File: config.mk
export PLATFORM = sky130hd
export DESIGN_NAME = sss_sequencer
export DESIGN_NICKNAME = d
export VERILOG_FILES = /design/src/sss_pkg.sv /design/src/sss_sequencer.sv
export VERILOG_INCLUDE_DIRS = /design/src
export SDC_FILE = /design/constraint.sdc
export NUM_CORES = 1
export LEC_CHECK = 0
export BUFFER_PORTS_ARGS = -buffer_cell sky130_fd_sc_hd__buf_2
export CAP_MARGIN = 20
export CORE_MARGIN = 3
export CORE_UTILIZATION = 30
export DETAILED_ROUTE_END_ITERATION = 16
export GPL_ROUTABILITY_DRIVEN = 0
export PLACE_DENSITY = 0.6
export SYNTH_ARGS = -nofsm -noshare
export SYNTH_HDL_FRONTEND = slang
export SYNTH_SLANG_ARGS = --single-unit
File: constraint.sdc
create_clock -name mclk -period 4.6 [get_ports mclk]
set_clock_uncertainty 0.2 [all_clocks]
set_input_delay 0.69 -clock mclk [delete_from_list [all_inputs] [get_ports mclk]]
set_output_delay 0.69 -clock mclk [all_outputs]
set_load 0.02 [all_outputs]
File: src/sss_params.svh
`ifndef SSS_PARAMS_SVH
`define SSS_PARAMS_SVH
// ----------------------------------------------------------------
// register offsets
// ----------------------------------------------------------------
`define SSS_A_CTRL      4'h0
`define SSS_A_FSEL      4'h1
`define SSS_A_FLC       4'h2
`define SSS_A_PROF      4'h3
`define SSS_A_RAMP      4'h4
`define SSS_A_CLIM      4'h5
`define SSS_A_STATUS    4'h6
`define SSS_A_IRQ_STAT  4'h7
`define SSS_A_IRQ_MASK  4'h8
`define SSS_A_CURRENT   4'h9
`define SSS_A_DISPLAY   4'ha
`define SSS_A_STOPLVL   4'hb
// ----------------------------------------------------------------
// reset values
// ----------------------------------------------------------------
`define SSS_FSEL_RST    3'h7
`define SSS_FLC_RST     16'h0000
`define SSS_PROF_RST    4'h1
`define SSS_RAMP_RST    8'h0a
`define SSS_CLIM_RST    12'h15e
`define SSS_STOPLVL_RST 16'h0000
`define SSS_CTRL_RST    3'h2
// ----------------------------------------------------------------
// field positions and encodings
// ----------------------------------------------------------------
`define SSS_CTRL_SSTOP  0
`define SSS_CTRL_PLEN   1
`define SSS_CTRL_REMOTE 2
`define SSS_FSEL_RESET  2
`define SSS_JOG_JOG     2'h0
`define SSS_JOG_REMLOC  2'h1
`define SSS_JOG_LKNO    2'h2
`define SSS_JOG_LKNC    2'h3
`define SSS_DISP_IDLE   16'h0000
`define SSS_IRQ_W       4
// ----------------------------------------------------------------
// timing
// ----------------------------------------------------------------
`define SSS_CLK_HZ      50000000
`define SSS_PL_DELAY_S  3
`define SSS_PL_PCT      20
`define SSS_PCT_FULL    100
`endif

File: src/sss_pkg.sv
package sss_pkg;
	typedef enum logic [2:0] {
		SSS_IDLE,
		SSS_ACCEL,
		SSS_RUN,
		SSS_DECEL,
		SSS_FAULT
	} sss_state_t;

	// terminal or remote command set
	typedef struct packed {
		logic run;
		logic stop;
		logic ramp2;
		logic jog;
	} sss_cmd_t;

	// indicator and contactor outputs
	typedef struct packed {
		logic power_on;
		logic at_speed;
		logic bypass;
		logic output_on;
		logic fault;
	} sss_ind_t;
endpackage

File: src/sss_sequencer.sv
// The address map and the address-and-strobe port were decided locally.
`timescale 1ns/10ps
`include "sss_params.svh"

module sss_sequencer #(
	parameter int PL_CYCLES = `SSS_PL_DELAY_S * `SSS_CLK_HZ
) (
	// clock and reset
	input  wire logic             mclk,
	input  wire logic             nrst,
	// register port
	input  wire logic [3:0]       addr,
	input  wire logic [15:0]      wdata,
	input  wire logic             wr,
	input  wire logic             rd,
	output logic [15:0]           rdata,
	// terminal strip pins, asynchronous
	input  wire sss_pkg::sss_cmd_t term_cmd,
	// communications adapter commands, same clock
	input  wire sss_pkg::sss_cmd_t comm_cmd,
	// measurement front end, same clock
	input  wire logic [15:0]      phase_a_current,
	input  wire logic             full_speed,
	input  wire logic             line_power,
	// outputs
	output sss_pkg::sss_ind_t     ind,
	output logic                  ramp2_active,
	output logic [15:0]           display,
	output logic                  irq
);
	// ----------------------------------------------------------------
	// declarations
	// ----------------------------------------------------------------
	sss_pkg::sss_state_t  state_r;
	sss_pkg::sss_state_t  state_nxt;
	sss_pkg::sss_cmd_t    term_s1_r;
	sss_pkg::sss_cmd_t    term_s2_r;
	sss_pkg::sss_cmd_t    cmd;
	logic [2:0]           fsel_r;
	logic [15:0]          flc_r;
	logic [3:0]           prof_r;
	logic [7:0]           ramp_r;
	logic [11:0]          clim_r;
	logic [15:0]          stoplvl_r;
	logic [2:0]           ctrl_r;
	logic [`SSS_IRQ_W-1:0] irq_stat_r;
	logic [`SSS_IRQ_W-1:0] irq_mask_r;
	logic [`SSS_IRQ_W-1:0] irq_ev;
	logic [31:0]          pl_cnt_r;
	logic                 pl_trip;
	logic                 low_current;
	logic [1:0]           jog_mode;
	logic                 is_remote;
	logic                 lockout;
	logic                 fault_reset;
	logic                 start_ok;
	logic                 run_req;
	logic [31:0]          cur_scaled;
	logic [31:0]          lim_scaled;
	sss_pkg::sss_state_t  state_d_r;

	// ----------------------------------------------------------------
	// input synchronisers
	// ----------------------------------------------------------------
	// two flops on the terminal pins
	always_ff @(posedge mclk) begin
		if (!nrst) begin
			term_s1_r <= '0;
			term_s2_r <= '0;
		end else begin
			term_s1_r <= term_cmd;
			term_s2_r <= term_s1_r;
		end
	end

	// ----------------------------------------------------------------
	// input function decode
	// ----------------------------------------------------------------
	// selects 4 to 7 turn the second-ramp input into a fault reset, so the
	// ramp-two group is only live for selects 0 to 3
	// jog meaning from the low two bits of the select
	assign jog_mode    = fsel_r[1:0];
	assign is_remote   = (jog_mode == `SSS_JOG_REMLOC) && term_s2_r.jog;
	assign cmd         = is_remote ? comm_cmd : term_s2_r;
	// lockout inputs always come from the terminal strip
	assign lockout     = ((jog_mode == `SSS_JOG_LKNO) && term_s2_r.jog) ||
	                     ((jog_mode == `SSS_JOG_LKNC) && !term_s2_r.jog);
	assign fault_reset = fsel_r[`SSS_FSEL_RESET] && cmd.ramp2;
	assign ramp2_active = !fsel_r[`SSS_FSEL_RESET] && cmd.ramp2;
	assign start_ok    = (flc_r != `SSS_FLC_RST) && !lockout && line_power;
	assign run_req     = cmd.run && !cmd.stop;

	// ----------------------------------------------------------------
	// phase loss detection
	// ----------------------------------------------------------------
	// compare current against 20 percent of full load
	assign cur_scaled  = {16'h0000, phase_a_current} * 32'(`SSS_PCT_FULL);
	assign lim_scaled  = {16'h0000, flc_r} * 32'(`SSS_PL_PCT);
	assign low_current = cur_scaled < lim_scaled;

	// the counter saturates at the trip count so the fault cannot wrap away;
	// leaving run or raising the current starts the count over
	// count time spent running at low current
	always_ff @(posedge mclk) begin
		if (!nrst) begin
			pl_cnt_r <= '0;
		end else if ((state_r == sss_pkg::SSS_RUN) && low_current && ctrl_r[`SSS_CTRL_PLEN]) begin
			if (pl_cnt_r < 32'(PL_CYCLES)) begin
				pl_cnt_r <= pl_cnt_r + 32'h1;
			end
		end else begin
			pl_cnt_r <= '0;
		end
	end
	assign pl_trip = (pl_cnt_r == 32'(PL_CYCLES));

	// ----------------------------------------------------------------
	// run sequence
	// ----------------------------------------------------------------
	// idle waits for an accepted run request; accel waits for the speed flag;
	// run leaves on a stop, a refused start condition or a phase-loss trip;
	// decel holds the output until the current falls to the stop level;
	// fault holds until a reset through the second-ramp input
	// next state of the starter
	always_comb begin
		state_nxt = state_r;
		case (state_r)
			sss_pkg::SSS_IDLE: begin
				if (run_req && start_ok) begin
					state_nxt = sss_pkg::SSS_ACCEL;
				end
			end
			sss_pkg::SSS_ACCEL: begin
				if (!run_req || !start_ok) begin
					state_nxt = sss_pkg::SSS_IDLE;
				end else if (full_speed) begin
					state_nxt = sss_pkg::SSS_RUN;
				end
			end
			sss_pkg::SSS_RUN: begin
				if (pl_trip) begin
					state_nxt = sss_pkg::SSS_FAULT;
				end else if (!run_req || !start_ok) begin
					if (ctrl_r[`SSS_CTRL_SSTOP]) begin
						state_nxt = sss_pkg::SSS_DECEL;
					end else begin
						state_nxt = sss_pkg::SSS_IDLE;
					end
				end
			end
			sss_pkg::SSS_DECEL: begin
				if (phase_a_current <= stoplvl_r) begin
					state_nxt = sss_pkg::SSS_IDLE;
				end
			end
			sss_pkg::SSS_FAULT: begin
				if (fault_reset) begin
					state_nxt = sss_pkg::SSS_IDLE;
				end
			end
			default: begin
				state_nxt = sss_pkg::SSS_IDLE;
			end
		endcase
	end

	// state register
	always_ff @(posedge mclk) begin
		if (!nrst) begin
			state_r   <= sss_pkg::SSS_IDLE;
			state_d_r <= sss_pkg::SSS_IDLE;
		end else begin
			state_r   <= state_nxt;
			state_d_r <= state_r;
		end
	end

	// ----------------------------------------------------------------
	// indicators and display
	// ----------------------------------------------------------------
	// registered outputs from the state
	always_ff @(posedge mclk) begin
		if (!nrst) begin
			ind     <= '0;
			display <= `SSS_DISP_IDLE;
		end else begin
			ind.power_on  <= 1'b1;
			ind.at_speed  <= (state_nxt == sss_pkg::SSS_RUN);
			ind.bypass    <= (state_nxt == sss_pkg::SSS_RUN);
			ind.output_on <= (state_nxt == sss_pkg::SSS_ACCEL) ||
			                 (state_nxt == sss_pkg::SSS_RUN) ||
			                 (state_nxt == sss_pkg::SSS_DECEL);
			ind.fault     <= (state_nxt == sss_pkg::SSS_FAULT);
			// idle reads zero current
			display <= (state_nxt == sss_pkg::SSS_IDLE) ? `SSS_DISP_IDLE :
			           phase_a_current;
		end
	end

	// ----------------------------------------------------------------
	// interrupts
	// ----------------------------------------------------------------
	// start, at speed, stopped, fault
	assign irq_ev = {
		(state_r == sss_pkg::SSS_FAULT) && (state_d_r != sss_pkg::SSS_FAULT),
		(state_r == sss_pkg::SSS_IDLE) && (state_d_r != sss_pkg::SSS_IDLE),
		(state_r == sss_pkg::SSS_RUN) && (state_d_r == sss_pkg::SSS_ACCEL),
		(state_r == sss_pkg::SSS_ACCEL) && (state_d_r == sss_pkg::SSS_IDLE)
	};

	// bit 0 start, bit 1 at speed, bit 2 back to idle, bit 3 fault;
	// a read of the interrupt status word takes the old bits and keeps a new event
	// sticky bits, set wins over the clear by read
	always_ff @(posedge mclk) begin
		if (!nrst) begin
			irq_stat_r <= '0;
		end else if (rd && (addr == `SSS_A_IRQ_STAT)) begin
			irq_stat_r <= irq_ev;
		end else begin
			irq_stat_r <= irq_stat_r | irq_ev;
		end
	end
	assign irq = |(irq_stat_r & irq_mask_r);

	// ----------------------------------------------------------------
	// register writes
	// ----------------------------------------------------------------
	// word map of the register port:
	//   0 control: bit 0 soft stop, bit 1 phase-loss check, bit 2 spare
	//   1 input function select, 0 to 7
	//   2 motor full-load current; zero blocks every start
	//   3 ramp profile select
	//   4 first ramp duration in seconds
	//   5 start current limit in percent of full-load current
	//   6 status, read only
	//   7 interrupt status, cleared by its read
	//   8 interrupt mask
	//   9 phase A current, read only
	//   a display word, read only
	//   b soft stop level in current units
	// the ramp and limit words are held for the firing logic downstream;
	// unmapped words take no write and read as zero
	// settings with documented defaults
	always_ff @(posedge mclk) begin
		if (!nrst) begin
			fsel_r     <= `SSS_FSEL_RST;
			flc_r      <= `SSS_FLC_RST;
			prof_r     <= `SSS_PROF_RST;
			ramp_r     <= `SSS_RAMP_RST;
			clim_r     <= `SSS_CLIM_RST;
			stoplvl_r  <= `SSS_STOPLVL_RST;
			ctrl_r     <= `SSS_CTRL_RST;
			irq_mask_r <= '0;
		end else if (wr) begin
			case (addr)
				`SSS_A_CTRL:     ctrl_r     <= wdata[2:0];
				`SSS_A_FSEL:     fsel_r     <= wdata[2:0];
				`SSS_A_FLC:      flc_r      <= wdata;
				`SSS_A_PROF:     prof_r     <= wdata[3:0];
				`SSS_A_RAMP:     ramp_r     <= wdata[7:0];
				`SSS_A_CLIM:     clim_r     <= wdata[11:0];
				`SSS_A_IRQ_MASK: irq_mask_r <= wdata[`SSS_IRQ_W-1:0];
				`SSS_A_STOPLVL:  stoplvl_r  <= wdata;
				default: begin
				end
			endcase
		end
	end

	// ----------------------------------------------------------------
	// register reads
	// ----------------------------------------------------------------
	// status word: bit 7 ramp two in effect, bit 6 lockout, bit 5 remote,
	// bits 2 to 0 the sequencer state in declaration order
	// read data one cycle after the strobe, zero otherwise
	always_ff @(posedge mclk) begin
		if (!nrst) begin
			rdata <= '0;
		end else if (rd) begin
			case (addr)
				`SSS_A_CTRL:     rdata <= {13'h0000, ctrl_r};
				`SSS_A_FSEL:     rdata <= {13'h0000, fsel_r};
				`SSS_A_FLC:      rdata <= flc_r;
				`SSS_A_PROF:     rdata <= {12'h000, prof_r};
				`SSS_A_RAMP:     rdata <= {8'h00, ramp_r};
				`SSS_A_CLIM:     rdata <= {4'h0, clim_r};
				`SSS_A_STATUS:   rdata <= {8'h00, ramp2_active, lockout, is_remote,
				                           2'h0, 3'(state_r)};
				`SSS_A_IRQ_STAT: rdata <= {12'h000, irq_stat_r};
				`SSS_A_IRQ_MASK: rdata <= {12'h000, irq_mask_r};
				`SSS_A_CURRENT:  rdata <= phase_a_current;
				`SSS_A_DISPLAY:  rdata <= display;
				`SSS_A_STOPLVL:  rdata <= stoplvl_r;
				default:         rdata <= '0;
			endcase
		end else begin
			rdata <= '0;
		end
	end
endmodule

==> results.cfg <==
[run_status]
status = finished clean

[timing]
setup_viol = 0
slew_violations = 0
worstMarginPinSlew_ns = 1.06
fin_crit_sh = 0.973
setup_slack_ns = 0.126
fmax_mhz = 224
hold_viol = 0
layout_min_cycle_time_ns = 4.47
holdWs_ns = 0.232
relSlewSlack = 0.294
fin_setup_tns_ns = 0

[placement]
pre_cts_slack_ns = -0.437
io_buffers = 87
hpwlAfterDp_um = 21400
dpl.cell_count = 1613
placed_area_um2 = 10600

[setup_path]
crit_family = adder cells
endpoint_kind = flop
crit_path_max_incr_delay_ns = 0.48
cp.required_ns = 4.77
crit_path_cell_trace = buf_2 -> ha_4 -> ha_1 -> fa_1 -> ha_4 -> a211oi_2 -> o311a_4 -> o31ai_4 -> a31oi_1 -> xnor2_1 -> ha_1 -> a21oi_2 -> and4b_1 -> o21ai_1 -> a21oi_2 -> nand4_1 -> buf_6 -> clkbuf_16 -> nor2_1
arrival_ns = 4.64
path_buf_inv = 3
worstPathMaxFanout = 8
critPathKind = in2reg
cpMaxStageDelayCell = fa_1
start_kind = input port

[clocking]
cts_tree = built
clk_latency_ns = 0.43
clk_pin_slew_ns = 0.06
cts-htree-levels = 4
cts_buffers = 17
cts-root-buf = clkbuf_16
cts_hold_buf = 0
clock-sinks = 152
clockBufferDepth = 2

[layout]
fin_util = 0.374
finalNonFillerCells = 1653
synthToLayoutAreaGrowth_pct = 21.5
nets = 1422
multi_input_area_um2 = 6160
drive_above_1_share = 0.189
final_cell_area_um2 = 11600
regArea_um2 = 3040
nFillCells = 3161

[logic_synthesis]
syn_nets = 1310
synth_cell_type_count = 79
syn_inst = 1131
syn-cell-area_um2 = 9510
synth_ff_type = dfxtp_1
yosys.area.top_type = dfxtp_1
ys_seq_area_frac = 0.320
yosys-top-cells-area = dfxtp_1, ha_1, nand2_1, a21oi_1, nor2_1
async_flop_share = 0
ys_ff_latch = 152
ys_warn_count = 0
yosys.area.top_type_share = 0.320
synth_edf_count = 0
syn_area_per_cell_um2 = 8.41

[floorplanning]
rows = 64
die_area_um2 = 33900
start_util = 0.308
die_w_um = 184
core_area_um2 = 30900
die_h_um = 184
ios = 89

[routing]
drt-total-wl_um = 28800
firstDrtPassIters = 6
wl_per_cell_um = 17.4
vias_per_cell = 5.16
drc = 0
initialDrtViolationCount = 594
vias = 8528
drtAntennaViolNets = 0

[pwr]
cellLeakagePower_nw = 5.02
p_clk_frac = 0.385
switching_share = 0.291
power.switching_mw = 1.11
power.density_nw_per_um2 = 330
power_frac_seq = 0.352
combPwrFrac = 0.264
p_int_mw = 2.70
ir_drop_mv = 0.270
total_power_mw = 3.81

[global_route]
overflow = 0
grt_pass1_vias = 7913
grt_max_degree = 60
grt_util_all_layers = 0.164
grt_pass1_wl_um = 43500
grt_antenna_before_repair = 2

[hold_path]
hp-class = reg2reg

[flow_run]
max_cap_viol_count = 0
-- power by group through the flow --
stage,Clock (mW),Sequential [mW],Combinational (mW)
global route,1.55,1.34,1.14
detailed placement,0,1.37,0.891
global placement,0,1.37,0.876
floorplan,0,1.37,0.599
CTS,1.48,1.34,0.900
finish,1.46,1.34,1.00
-- area by class of cell --
type / instances / area share
Antenna cell: 1 / 0.000217
Clock buffer: 22 / 0.0410
Clock inverter: 10 / 0.0122
Inverter: 85 / 0.0276
Multi-Input combinational cell: 844 / 0.533
Sequential cell: 152 / 0.263
Tap cell: 396 / 0.0429
Timing Repair Buffer: 143 / 0.0799
-- path summary, 6_finish.rpt --
| kind | cells past startpoint | from | end | slack (ns) |
|---|---|---|---|---|
| setup / recovery | 19 | phase_a_current[2] | pl_cnt_r[0]$_SDFFE_PN0N_ | 0.13 |
| hold / removal | 1 | term_s1_r[1]$_SDFF_PN0_ | term_s2_r[1]$_SDFF_PN0_ | 0.23 |
| setup reg to reg | 17 | flc_r[4]$_SDFFE_PN0P_ | pl_cnt_r[14]$_SDFFE_PN0N_ | 0.22 |
| hold reg to reg | 1 | term_s1_r[1]$_SDFF_PN0_ | term_s2_r[1]$_SDFF_PN0_ | 0.23 |
-- registers in the layout (all words and copies together), names as in the netlist, 4 cells and up --
| name | flops |
|---|---|
| rdata | 16 |
| prof_r | 4 |
| term_s1_r | 4 |
| ind | 4 |
| stoplvl_r | 16 |
| term_s2_r | 4 |
| flc_r | 16 |
| pl_cnt_r | 32 |
| clim_r | 12 |
| ramp_r | 8 |
| irq_stat_r | 4 |
| irq_mask_r | 4 |
| display | 16 |
-- routing by layer --
| metal | global-route usage | up-vias | share of wire |
|---|---|---|---|
| met2 | 0.255 | 283 | 0.45 |
| li1 | - | 4180 | - |
| met1 | 0.224 | 4014 | 0.45 |
| met5 | 0 | - | 0.00080 |
| met3 | 0.0392 | 47 | 0.071 |
| met4 | 0.0572 | 4 | 0.029 |
-- Yosys cell counts, types with 3 or more instances --
master and n:
a211oi_1 5, a21o_1 15, a21oi_1 83, a222oi_1 6, a22o_1 6, a22oi_1 21, a31oi_1 8, a32oi_1 7
and2_1 18, and3_1 17, and3_2 6, buf_2 5, buf_4 4, clkbuf_1 35, dfxtp_1 152, fa_1 12
ha_1 117, inv_1 84, mux2i_1 30, nand2_1 142, nand2b_1 6, nand3_1 36, nand3b_1 4, nand4_1 15
nor2_1 96, nor2b_1 13, nor3_1 14, nor4_1 12, o211ai_1 8, o21a_1 5, o21ai_0 30, o21bai_1 5
o31ai_1 3, or2_2 3, or3_1 3, xnor2_1 31, xor2_1 22
-- cell families after synthesis --
family                   synth area share
AO/OA/AOI/OAI                       0.156
XOR/XNOR                           0.0488
adder cells (fa/ha/maj)             0.180
buffers and inverters              0.0584
flip-flops                          0.320
multiplexers                       0.0339
AND/OR/NAND/NOR                     0.203
-- cells in the final DEF, fill, tap and decap left out, drive strengths merged, types with 16 or more instances in the layout --
| cell | n |
|---|---|
| nand2 | 142 |
| a22oi | 21 |
| nand4 | 16 |
| dfxtp | 152 |
| xnor2 | 31 |
| and2 | 19 |
| nor3 | 16 |
| xor2 | 22 |
| buf | 141 |
| clkbuf | 24 |
| o21ai | 32 |
| and3 | 23 |
| a21o | 16 |
| mux2i | 30 |
| a21oi | 83 |
| ha | 117 |
| inv | 87 |
| nand3 | 36 |
| nor2 | 96 |
-- repair_timing --
action,in CTS,in global routing
pin swaps,1,17
resized for setup,0,47
setup buffers,0,3
setup endpoints to repair,4,32
cloned,0,3
(Power assumes the default switching activity.)
